$ cat config.mk
export PLATFORM = sky130hd
export DESIGN_NAME = ddrcd_dev_flat
export DESIGN_NICKNAME = d
export VERILOG_FILES = /design/src/ddrcd_pkg.sv /design/src/ddrcd_if.sv /design/src/ddrcd_dev.sv /design/src/flat_wrapper.sv
export VERILOG_INCLUDE_DIRS = /design/src
export SDC_FILE = /design/constraint.sdc
export NUM_CORES = 1
export LEC_CHECK = 0
export BUFFER_PORTS_ARGS = -buffer_cell sky130_fd_sc_hd__buf_2
export CAP_MARGIN = 20
export CORE_ASPECT_RATIO = 1.25
export CORE_MARGIN = 8
export CORE_UTILIZATION = 45
export DETAILED_ROUTE_END_ITERATION = 6
export GPL_TIMING_DRIVEN = 0
export HOLD_SLACK_MARGIN = 0.06
export PLACE_DENSITY = 0.67
export SYNTH_ARGS = -nofsm -noshare
export SYNTH_HDL_FRONTEND = slang
export SYNTH_SLANG_ARGS = --single-unit
$ cat constraint.sdc
create_clock -name ref_clk -period 3.24 [get_ports ref_clk]
set_input_delay 0.324 -clock ref_clk [delete_from_list [all_inputs] [get_ports ref_clk]]
set_output_delay 0.324 -clock ref_clk [all_outputs]
set_load 0.005 [all_outputs]
$ cat src/ddrcd_defs.svh
// constants of the ddr command front end: widths, field positions, reset values
`ifndef DDRCD_DEFS_SVH
`define DDRCD_DEFS_SVH

// bus widths
`define DDRCD_ADDR_W     13
`define DDRCD_BA_W       2
`define DDRCD_COL_W      10
`define DDRCD_BANKS      4

// field positions on the address bus
`define DDRCD_COL_MSB    9
`define DDRCD_AUTO_BIT   10

// reset values
`define DDRCD_BANK_IDLE  4'h0
`define DDRCD_CKE_RST    1'h0

`endif

$ cat src/ddrcd_pkg.sv
// shared types of the ddr command front end
`default_nettype none
`include "ddrcd_defs.svh"

package ddrcd_pkg;

  // decoded command codes
  typedef enum logic [2:0] {
    cmd_nop     = 3'h0,
    cmd_open    = 3'h1,
    cmd_close   = 3'h2,
    cmd_read    = 3'h3,
    cmd_write   = 3'h4,
    cmd_refresh = 3'h5,
    cmd_other   = 3'h6
  } ddrcd_cmd_t;

  // device power states
  typedef enum logic [1:0] {
    pwr_awake = 2'h0,
    pwr_down  = 2'h1,
    pwr_self  = 2'h2
  } ddrcd_pwr_t;

  // clock, command and address pins as one word
  typedef struct packed {
    logic                     ck_t;
    logic                     ck_c;
    logic                     cke;
    logic                     cs_n;
    logic                     ras_n;
    logic                     cas_n;
    logic                     we_n;
    logic [`DDRCD_BA_W-1:0]   ba;
    logic [`DDRCD_ADDR_W-1:0] addr;
  } ddrcd_pins_t;

  // device end state
  typedef struct packed {
    ddrcd_pins_t              s1;
    ddrcd_pins_t              s2;
    ddrcd_pins_t              s3;
    logic                     cke_q;
    ddrcd_pwr_t               pwr;
    logic [`DDRCD_BANKS-1:0]  bank_active;
    logic                     cmd_valid;
    ddrcd_cmd_t               cmd;
    logic [`DDRCD_BA_W-1:0]   cmd_bank;
    logic [`DDRCD_ADDR_W-1:0] row_addr;
    logic [`DDRCD_COL_W-1:0]  col_addr;
    logic                     auto_close;
    logic                     xfer_tick;
  } ddrcd_dev_state_t;

  // controller end state
  typedef struct packed {
    logic                     ck;
    logic                     cke;
    logic                     cs_n;
    logic                     ras_n;
    logic                     cas_n;
    logic                     we_n;
    logic [`DDRCD_BA_W-1:0]   ba;
    logic [`DDRCD_ADDR_W-1:0] addr;
    logic [`DDRCD_BANKS-1:0]  bank_open;
    logic                     req_error;
  } ddrcd_ctl_state_t;

endpackage : ddrcd_pkg

`default_nettype wire

$ cat src/ddrcd_if.sv
// link between controller and device: differential clock, command and address pins
`timescale 1ns/100ps
`default_nettype none
`include "ddrcd_defs.svh"

interface ddrcd_if;
  logic                     diff_clock_true;
  logic                     diff_clock_comp;
  logic                     cke;
  logic                     cs_n;
  logic                     ras_n;
  logic                     cas_n;
  logic                     we_n;
  logic [`DDRCD_BA_W-1:0]   bank_select;
  logic [`DDRCD_ADDR_W-1:0] address_bus;

  // controller drives every pin
  modport ctl (
    output diff_clock_true, diff_clock_comp, cke, cs_n, ras_n, cas_n, we_n, bank_select, address_bus
  );

  // device only listens
  modport dev (
    input diff_clock_true, diff_clock_comp, cke, cs_n, ras_n, cas_n, we_n, bank_select, address_bus
  );
endinterface : ddrcd_if

`default_nettype wire

$ cat src/ddrcd_dev.sv
// device end: samples the command pins at link clock rises and decodes them
`timescale 1ns/100ps
`default_nettype none
`include "ddrcd_defs.svh"

// Overview of operation
// - cke low suspends clock, freezes outputs except xfer_tick
// - cke low with banks idle: power-down, or self refresh with a refresh command
// - bank select picks the single target bank
// - activate captures full thirteen-bit row address
// - column from low ten bits, bit ten auto-close
// - chip select high masks every command
// - ras, cas, we decoded together each rise
// - ras low, cas we high opens row
// - ras we low, cas high closes row
// - ras high, cas low reads or writes
// - sample where true rises, complement falls
// - data ticks at both crossing directions
module ddrcd_dev (
  // clock and reset
  input  wire logic                     ref_clk,
  input  wire logic                     srst,
  // link from the controller
  ddrcd_if.dev                          link,
  // decoded command, one-cycle strobe
  output logic                          cmd_valid,
  output ddrcd_pkg::ddrcd_cmd_t         cmd,
  output logic [`DDRCD_BA_W-1:0]        cmd_bank,
  output logic [`DDRCD_ADDR_W-1:0]      row_addr,
  output logic [`DDRCD_COL_W-1:0]       col_addr,
  output logic                          auto_close_flag,
  // device state
  output logic [`DDRCD_BANKS-1:0]       bank_active,
  output ddrcd_pkg::ddrcd_pwr_t         pwr_state,
  output logic                          clk_suspended,
  // data timing
  output logic                          xfer_tick
);

  ddrcd_pkg::ddrcd_dev_state_t st;
  ddrcd_pkg::ddrcd_dev_state_t next_st;
  ddrcd_pkg::ddrcd_pins_t      pins;
  logic                        rise;
  logic                        fall;
  logic                        all_idle;
  ddrcd_pkg::ddrcd_cmd_t       dec;

  // gather the pins into one word for the synchroniser
  assign pins.ck_t  = link.diff_clock_true;
  assign pins.ck_c  = link.diff_clock_comp;
  assign pins.cke   = link.cke;
  assign pins.cs_n  = link.cs_n;
  assign pins.ras_n = link.ras_n;
  assign pins.cas_n = link.cas_n;
  assign pins.we_n  = link.we_n;
  assign pins.ba    = link.bank_select;
  assign pins.addr  = link.address_bus;

  // crossings seen after the second stage; first stage feeds nothing else
  assign rise = st.s2.ck_t & ~st.s3.ck_t & ~st.s2.ck_c & st.s3.ck_c;
  assign fall = ~st.s2.ck_t & st.s3.ck_t & st.s2.ck_c & ~st.s3.ck_c;

  assign all_idle = (st.bank_active == `DDRCD_BANK_IDLE);

  // command decode from the synchronised pins
  always_comb begin
    dec = ddrcd_pkg::cmd_nop;
    if (!st.s2.cs_n) begin
      unique case ({st.s2.ras_n, st.s2.cas_n, st.s2.we_n})
        3'h3: dec = ddrcd_pkg::cmd_open;
        3'h2: dec = ddrcd_pkg::cmd_close;
        3'h5: dec = ddrcd_pkg::cmd_read;
        3'h4: dec = ddrcd_pkg::cmd_write;
        3'h1: dec = ddrcd_pkg::cmd_refresh;
        3'h7: dec = ddrcd_pkg::cmd_nop;
        3'h0: dec = ddrcd_pkg::cmd_other;
        3'h6: dec = ddrcd_pkg::cmd_other;
      endcase
    end
  end

  // next state: sampling, power control, bank tracking
  always_comb begin
    next_st           = st;
    next_st.s1        = pins;
    next_st.s2        = st.s1;
    next_st.s3        = st.s2;
    next_st.cmd_valid = 1'b0;
    // data moves on both crossings, so the tick fires on each
    next_st.xfer_tick = rise | fall;
    if (rise) begin
      next_st.cke_q = st.s2.cke;
      if (!st.cke_q) begin
        // clock suspended: command outputs and addresses held, only cke is watched; xfer_tick still fires
        if (st.s2.cke) begin
          next_st.pwr = ddrcd_pkg::pwr_awake;
        end
      end else if (!st.s2.cke && all_idle) begin
        // entry command is consumed by the mode change, not reported
        if (dec == ddrcd_pkg::cmd_refresh) begin
          next_st.pwr = ddrcd_pkg::pwr_self;
        end else begin
          next_st.pwr = ddrcd_pkg::pwr_down;
        end
      end else if (dec != ddrcd_pkg::cmd_nop) begin
        next_st.cmd_valid = 1'b1;
        next_st.cmd       = dec;
        next_st.cmd_bank  = st.s2.ba;
        unique case (dec)
          ddrcd_pkg::cmd_open: begin
            next_st.row_addr              = st.s2.addr;
            next_st.bank_active[st.s2.ba] = 1'b1;
          end
          ddrcd_pkg::cmd_close: begin
            // precharge finishes at once; no row timing is modelled here
            next_st.bank_active[st.s2.ba] = 1'b0;
          end
          ddrcd_pkg::cmd_read, ddrcd_pkg::cmd_write: begin
            next_st.col_addr   = st.s2.addr[`DDRCD_COL_MSB:0];
            next_st.auto_close = st.s2.addr[`DDRCD_AUTO_BIT];
            // burst length is not tracked, so the close is taken as immediate
            if (st.s2.addr[`DDRCD_AUTO_BIT]) begin
              next_st.bank_active[st.s2.ba] = 1'b0;
            end
          end
          default: ;                                         // refresh and others touch no bank
        endcase
      end
    end
  end

  // state register; no reset pin on the real part, srst stands in for power-up
  always_ff @(posedge ref_clk) begin
    if (srst) begin
      st             <= '0;
      st.cke_q       <= `DDRCD_CKE_RST;
      st.pwr         <= ddrcd_pkg::pwr_awake;
      st.bank_active <= `DDRCD_BANK_IDLE;
    end else begin
      st <= next_st;
    end
  end

  // outputs straight from the state flops
  assign cmd_valid       = st.cmd_valid;
  assign cmd             = st.cmd;
  assign cmd_bank        = st.cmd_bank;
  assign row_addr        = st.row_addr;
  assign col_addr        = st.col_addr;
  assign auto_close_flag = st.auto_close;
  assign bank_active     = st.bank_active;
  assign pwr_state       = st.pwr;
  assign clk_suspended   = ~st.cke_q;
  assign xfer_tick       = st.xfer_tick;

endmodule : ddrcd_dev

`default_nettype wire

$ cat src/flat_wrapper.sv
// flat-port wrapper written by rule: the top's interface ports become plain ports
module ddrcd_dev_flat 
  (ref_clk, srst, cmd_valid, cmd, cmd_bank, row_addr, col_addr, auto_close_flag, bank_active, pwr_state, clk_suspended, xfer_tick, link_diff_clock_true, link_diff_clock_comp, link_cke, link_cs_n, link_ras_n, link_cas_n, link_we_n, link_bank_select, link_address_bus);
  ddrcd_if link_i ();
  input  wire logic ref_clk;
  input  wire logic srst;
  output logic cmd_valid;
  output ddrcd_pkg::ddrcd_cmd_t cmd;
  output logic [`DDRCD_BA_W-1:0] cmd_bank;
  output logic [`DDRCD_ADDR_W-1:0] row_addr;
  output logic [`DDRCD_COL_W-1:0] col_addr;
  output logic auto_close_flag;
  output logic [`DDRCD_BANKS-1:0] bank_active;
  output ddrcd_pkg::ddrcd_pwr_t pwr_state;
  output logic clk_suspended;
  output logic xfer_tick;
  input wire logic [$bits(link_i.diff_clock_true)-1:0] link_diff_clock_true;
  input wire logic [$bits(link_i.diff_clock_comp)-1:0] link_diff_clock_comp;
  input wire logic [$bits(link_i.cke)-1:0] link_cke;
  input wire logic [$bits(link_i.cs_n)-1:0] link_cs_n;
  input wire logic [$bits(link_i.ras_n)-1:0] link_ras_n;
  input wire logic [$bits(link_i.cas_n)-1:0] link_cas_n;
  input wire logic [$bits(link_i.we_n)-1:0] link_we_n;
  input wire logic [$bits(link_i.bank_select)-1:0] link_bank_select;
  input wire logic [$bits(link_i.address_bus)-1:0] link_address_bus;
  assign link_i.diff_clock_true = link_diff_clock_true;
  assign link_i.diff_clock_comp = link_diff_clock_comp;
  assign link_i.cke = link_cke;
  assign link_i.cs_n = link_cs_n;
  assign link_i.ras_n = link_ras_n;
  assign link_i.cas_n = link_cas_n;
  assign link_i.we_n = link_we_n;
  assign link_i.bank_select = link_bank_select;
  assign link_i.address_bus = link_address_bus;
  ddrcd_dev u_core (.ref_clk(ref_clk), .srst(srst), .link(link_i), .cmd_valid(cmd_valid), .cmd(cmd), .cmd_bank(cmd_bank), .row_addr(row_addr), .col_addr(col_addr), .auto_close_flag(auto_close_flag), .bank_active(bank_active), .pwr_state(pwr_state), .clk_suspended(clk_suspended), .xfer_tick(xfer_tick));
endmodule
==> results.py, run 1 <==
metrics = {
    "min_path": {
        "hp-class": "primary input to flip-flop",
    },
    "clock_network": {
        "numCtsBuffers": 9,
        "post-cts-setup-buffers": 0,
        "cts_resized": 0,
        "clk_pin_slew_ns": 0.08,
        "insertion_delay_ns": 0.35,
        "htreeDepth": 3,
        "clock_path_buffers": 2,
        "root_buffer": "clkbuf_8",
        "ctsHoldBuffers": 0,
        "clkSinkCount": 84,
        "cts_tree": "built",
    },
    "yosys": {
        "syn_area_um2": 3210,
        "ys_ff_latch": 84,
        "synthTopCellsByArea": "dfxtp_1 (52%), nor2b_1 (8.8%), buf_4 (8.0%), mux2i_1 (6.2%), a21oi_1 (3.0%)",
        "yosysTopAreaCell": "dfxtp_1",
        "yosysWarningCount": 0,
        "synth-seq-area-share": 0.524,
        "synth_top_cell_area_share": 0.524,
        "syn_inst": 316,
        "ys_types": 42,
        "synth_edf_count": 0,
        "synthFlopType": "dfxtp_1",
        "syn_avg_cell_area_um2": 10.2,
        "postSynthNetCount": 341,
        "ys_async_sr_fraction": 0,
    },
    "timing": {
        "max_freq_ghz": 0.535,
        "relSlewSlack": 0.635,
        "final.min_clock_period_ns": 1.87,
        "drv_slew": 0,
        "layout_setup_ws_ns": 1.37,
        "worstMarginPinSlew_ns": 0.547,
        "setup_viol": 0,
        "fin_skew_ns": 0.0110,
        "hold_viol_final": 0,
        "rsz0062_at_grt": "false",
        "fin_crit_sh": 0.577,
        "final.setup.tns_ns": 0,
        "whs_ns": 0.182,
    },
    "setup_path": {
        "required_ns": 3.45,
        "criticalPathCategory": "flip-flop to flip-flop",
        "startpoint_type": "flip-flop",
        "arrival_ns": 2.08,
        "cp_max_fo": 10,
        "worstSetupEndpointType": "flip-flop",
    },
    "drt": {
        "viasPerCell": 4.52,
        "firstDrtPassIters": 4,
        "drc": 0,
        "drt_iter0_drc": 106,
        "detail-route-antenna-nets": 0,
        "vias": 2179,
        "post_drt_wl_per_cell_um": 12.0,
        "wirelength_mm": 5.80,
    },
    "placement": {
        "dpl.hpwl_mm": 4.35,
        "post-place-ws_ns": 1.38,
        "gp_routability_congestion": 0.743,
        "io_buffers": 60,
    },
    "power": {
        "pwr-share-comb": 0.043,
        "power.net_switching_uw": 410,
        "max-vdd-ir-drop_uv": 244,
        "powerDensity_nw_per_um2": 476,
        "p_int_mw": 1.40,
        "switching_share": 0.227,
        "power_leakage_nw": 1.75,
        "pwr-share-clk": 0.365,
        "p_seq_frac": 0.591,
    },
    "floorplanning": {
        "die_w_um": 91.5,
        "die_y_um": 110,
        "core_area_um2": 6930,
        "die_area_um2": 10100,
        "rows": 34,
        "io_pins": 62,
        "start_util": 0.463,
    },
    "global_route": {
        "antenna_found_initial": 0,
        "grt_usage": 0.123,
        "grt_max_degree": 15,
        "grt_pass1_vias": 2173,
        "overflow": 0,
        "grt_pass1_wl_mm": 10.1,
    },
    "flow_run": {
        "maxCapViolCount": 0,
    },
    "cells_and_area": {
        "area_growth_pct": 18.4,
        "layout.nets": 412,
        "drive_above_1_share": 0.298,
        "n_antenna_cell": 0,
    },
    "outcome": {
        "outcome": "complete, no violations",
    },
}
[registers in the layout, indices dropped and copies added, names as in the netlist, named ones only]
name	flops
u_core.row_addr	13
u_core.pwr_state	2
u_core.cmd_bank	2
u_core.xfer_tick	1
u_core.next_st	41
u_core.auto_close_flag	1
u_core.col_addr	10
u_core.st	3
u_core.cmd_valid	1
u_core.cmd	3
[layer usage]
layer	global-route usage	vias to the layer above	part of all wire	wire, um
met5	0	-	0	0
met4	0.0723	0	0.022	126
met3	0.0413	9	0.060	349
met2	0.188	52	0.45	2630
met1	0.145	957	0.46	2690
li1	-	1161	-	-
[power groups by stage]
stage | clock network [mW] | logic, mW | registers [mW]
5_1_grt | 0.734 | 0.0897 | 1.07
6_report | 0.661 | 0.0786 | 1.07
4_1_cts | 0.687 | 0.0803 | 1.07
3_5_place_dp | 0 | 0.0799 | 1.09
3_3_place_gp | 0 | 0.0784 | 1.09
2_1_floorplan | 0 | 0.0542 | 1.09
[worst max-delay path, cell delays in order (launching register included)]
cell	delay, ns
dfxtp_1	0.33
or4_4	0.53
buf_6	0.16
o2111ai_4	0.29
buf_12	0.19
mux2i_1	0.18
nor2_1	0.05
[worst paths after layout]
path	from	to	slack, ns	cells past startpoint
worst max-delay path	flip-flop	u_core.row_addr[12]	1.37	6
worst min-delay path	link_bank_select[0]	u_core.next_st[73]	0.18	2
worst max register to register	flip-flop	u_core.row_addr[12]	1.37	6
worst min register to register	u_core.next_st[61]	u_core.next_st[39]	0.44	1
[metrics by stage]
stage | utilization | std cells | power (mW) | area, um^2
after floorplan | - | 316 | 1.14 | 3210
after detailed placement | 0.522 | 466 | 1.17 | 3620
after CTS | 0.548 | 482 | 1.84 | 3800
after global placement | 0.522 | 466 | 1.17 | 3620
after global routing | 0.548 | 482 | 1.90 | 3800
final | 0.548 | 482 | 1.81 | 3800
[final cells by class]
cell class | instances | area (um^2)
fillers | 664 | 3140
flip-flops and latches | 84 | 1680
multi-input cells | 176 | 1160
plain buffers | 53 | 354
repair buffers | 60 | 300
clock buffers | 12 | 145
well taps | 90 | 113
clock inverters | 4 | 32.5
inverters | 3 | 11.3
[synthesized netlist by cell type, types with 2 or more instances]
cell	n
dfxtp_1	84
nor2b_1	45
buf_4	34
mux2i_1	20
a21oi_1	19
nor2_1	18
clkbuf_1	12
o21ai_1	12
nand3_1	11
nand2_1	9
nand2b_1	6
buf_2	3
inv_1	3
nor4_1	3
a21o_1	2
buf_1	2
nand3b_1	2
nand4bb_1	2
nor3b_1	2
nor4b_1	2
o2111ai_4	2
o21a_1	2
o21ai_0	2
[logic make-up (layout without fill, tap and decap cells)]
| logic type | Yosys count | count (layout) | synth area share |
|---|---|---|---|
| buffers and inverters | 56 | 132 | 0.114 |
| XOR/XNOR | 1 | 1 | 0.00273 |
| AND/OR/NAND/NOR | 110 | 110 | 0.203 |
| multiplexers | 20 | 20 | 0.0624 |
| adder cells (fa/ha/maj) | 1 | 1 | 0.00390 |
| flip-flops | 84 | 84 | 0.524 |
| AO/OA/AOI/OAI | 44 | 44 | 0.0901 |
[cell usage in the layout, fill, tap and decap left out, types with 3 or more instances in the layout]
cell type  count
buf_2         63
nor2b_1       45
nor4_1         3
buf_4         34
o21ai_1       12
a21oi_1       19
clkbuf_8      10
nand2_1        9
nand3_1       11
inv_1          3
mux2i_1       20
clkbuf_1      14
nor2_1        18
dfxtp_1       84
nand2b_1       6
(Power assumes the default switching activity.)
==> run 2: changes to the inputs <==
--- a/config.mk
+++ b/config.mk
@@ -6,6 +6,7 @@
 export SDC_FILE = /design/constraint.sdc
 export NUM_CORES = 1
 export LEC_CHECK = 0
+export ABC_AREA = 1
 export BUFFER_PORTS_ARGS = -buffer_cell sky130_fd_sc_hd__buf_2
 export CAP_MARGIN = 20
 export CORE_ASPECT_RATIO = 1.25
==> constraint.sdc (replaced) <==
create_clock -name ref_clk -period 1.9 [get_ports ref_clk]
set_input_delay 0.19 -clock ref_clk [delete_from_list [all_inputs] [get_ports ref_clk]]
set_output_delay 0.19 -clock ref_clk [all_outputs]
set_load 0.005 [all_outputs]
==> results.py, run 2 <==
metrics = {
    "global_route": {
        "use_met2": 0.207,
        "overflow": 0,
        "antenna_found_initial": 0,
        "use_met3": 0.0454,
        "grt_usage": 0.127,
        "grt_max_degree": 16,
        "grt_pass1_vias": 2497,
        "met1_usage": 0.144,
        "grt_busiest_layer": "met2",
        "grt_pass1_wl_mm": 10.6,
    },
    "timing": {
        "hold_viol_final": 0,
        "drv_slew": 0,
        "relSlewSlack": 0.696,
        "fin_skew_ns": 0.00694,
        "max_freq_ghz": 0.653,
        "worstMarginPinSlew_ns": 0.456,
        "rsz0062_at_grt": "false",
        "fin_crit_sh": 0.805,
        "final.min_clock_period_ns": 1.53,
        "final.setup.tns_ns": 0,
        "setup_viol": 0,
    },
    "yosys": {
        "ys_types": 19,
        "synth_top_cell_area_share": 0.521,
        "synth_simple_gate_area_frac": 0.206,
        "syn_inst": 427,
        "synth_top_family_by_area": "simple AND/OR/NAND/NOR gates",
        "synthMuxAreaShare": 0,
        "syn_area_um2": 3230,
        "syn_avg_cell_area_um2": 7.56,
        "ys_ff_latch": 84,
        "postSynthNetCount": 452,
        "ys_async_sr_fraction": 0,
        "synth_compound_area_frac": 0.0636,
        "yosys.area_share.adder": 0.00388,
        "yosysWarningCount": 0,
        "yosysTopAreaCell": "dfxtp_1",
        "synthTopCellsByCount": "nor2_1 (103), inv_1 (89), dfxtp_1 (84)",
        "synthTopCellsByArea": "dfxtp_1 (52%), nor2_1 (12%), inv_1 (10%), buf_4 (8.4%), nand2_1 (4.4%)",
        "synth_most_common_cell": "nor2_1",
        "synthFlopType": "dfxtp_1",
        "synthXorXnorAreaFrac": 0,
        "synth-seq-area-share": 0.521,
        "synth_edf_count": 0,
    },
    "drt": {
        "detail-route-antenna-nets": 0,
        "vias": 2500,
        "drc": 0,
        "firstDrtPassIters": 4,
        "viasPerCell": 4.06,
        "drt_iter0_drc": 115,
        "wirelength_mm": 6.09,
        "post_drt_wl_per_cell_um": 9.88,
    },
    "power": {
        "power_mw": 3.13,
        "max-vdd-ir-drop_uv": 486,
        "powerDensity_nw_per_um2": 773,
        "power_leakage_nw": 2.17,
    },
    "cells_and_area": {
        "n_fill_cell": 687,
        "largest_reg_flops": 41,
        "layout.nets": 546,
        "layout_commonest_cell": "nor2_1",
        "n_antenna_cell": 0,
        "drive_above_1_share": 0.234,
        "area_growth_pct": 25.2,
        "final_cell_mix": "nor2_1 (103), inv_1 (89), dfxtp_1 (84)",
    },
    "placement": {
        "dpl.hpwl_mm": 4.53,
        "io_buffers": 61,
        "gp_routability_congestion": 0.819,
    },
    "clock_network": {
        "cts_resized": 0,
        "cts_tree": "built",
        "clk_pin_slew_ns": 0.09,
        "clkSinkCount": 84,
        "insertion_delay_ns": 0.35,
        "htreeDepth": 3,
        "clock_path_buffers": 2,
        "root_buffer": "clkbuf_8",
        "numCtsBuffers": 9,
    },
    "setup_path": {
        "crit_start": "u_core.next_st[59]",
        "worstSetupEndpointType": "flip-flop",
        "arrival_ns": 1.78,
        "cp_max_fo": 10,
        "required_ns": 2.15,
        "startpoint_type": "flip-flop",
        "r2r-start": "u_core.next_st[59]",
        "criticalPathCategory": "flip-flop to flip-flop",
    },
    "floorplanning": {
        "core_area_um2": 6980,
        "die_w_um": 91.8,
        "start_util": 0.463,
        "rows": 34,
        "die_y_um": 111,
        "die_area_um2": 10200,
        "io_pins": 62,
    },
    "min_path": {
        "hp-class": "primary input to flip-flop",
        "hp-start": "srst",
    },
    "outcome": {
        "outcome": "complete, no violations",
    },
    "flow_run": {
        "maxCapViolCount": 0,
    },
}
==> run 2: cell types whose count changed after synthesis, sizes merged, moves of 3 or more <==
cell,change
nor4,-3
inv,+88
nor2,+89
mux2i,-20
nand2b,-6
o21ai,+18
clkbuf,-5
nand4,+4
nor2b,-45
a21oi,-10
nand2,+32
==> run 2: cell families (layout without fill, tap and decap cells) <==
| family | after synthesis | count (layout) |
|---|---|---|
| flip-flops | 84 | 84 |
| buffers and inverters | 137 | 236 |
| adder cells (fa/ha/maj) | 1 | 1 |
| AO/OA/AOI/OAI | 41 | 41 |
| AND/OR/NAND/NOR | 164 | 164 |
==> run 2: where the power goes <==
part / total [mW] / internal (mW) / switching (mW)
combinational: 0.173 / 0.0815 / 0.0911
clock: 1.13 / 0.486 / 0.640
sequential: 1.83 / 1.80 / 0.0217
==> run 2: final timing paths <==
kind / slack (ns) / end / cells past startpoint
worst max-delay path: 0.37 / u_core.col_addr[2] / 10
worst min-delay path: 0.22 / flip-flop / 3
worst max register to register: 0.37 / u_core.col_addr[2] / 10
worst min register to register: 0.40 / u_core.next_st[46] / 2
==> run 2: cell type report <==
class	instances	area [um^2]	area share
multi-input combinational	206	882	0.218
inverter	91	342	0.0845
buffer	46	323	0.0799
clock buffer	10	128	0.0316
timing repair buffer	83	526	0.130
clock inverter	6	47.5	0.0118
sequential	84	1680	0.416
tap	90	113	0.0279
==> run 2: routing by layer <==
metal | routed length, um | part of all wire
met2 | 2820 | 0.46
met5 | 0 | 0
met1 | 2780 | 0.46
met4 | 143 | 0.023
met3 | 341 | 0.056
==> run 2: per-stage QoR <==
step / hold WS, ns / setup WS [ns] / utilization / cells / instance area [um^2]
detailed placement: 0.392 / 0.409 / 0.523 / 578 / 3650
finish: 0.216 / 0.370 / 0.579 / 616 / 4040
global placement: 0.388 / 0.449 / 0.523 / 578 / 3650
floorplan: 0.297 / 0.622 / - / 427 / 3230
CTS: 0.196 / 0.382 / 0.579 / 616 / 4040
global route: 0.261 / 0.118 / 0.579 / 616 / 4040
==> run 2: worst max-delay path: stages, from the launching register on <==
cell and delay [ns]:
dfxtp_1 0.37, nand2_1 0.06, inv_1 0.09, nand2_1 0.09, nor2_1 0.11, nand2_1 0.07, nor2_2 0.13, buf_4 0.18
nand2_2 0.14, nor2_1 0.13, nor2_1 0.05
==> run 2: timing repair <==
action	in CTS	in global routing
endpoints found under the hold margin	22	0
setup buffers	0	0
hold buffers	22	0
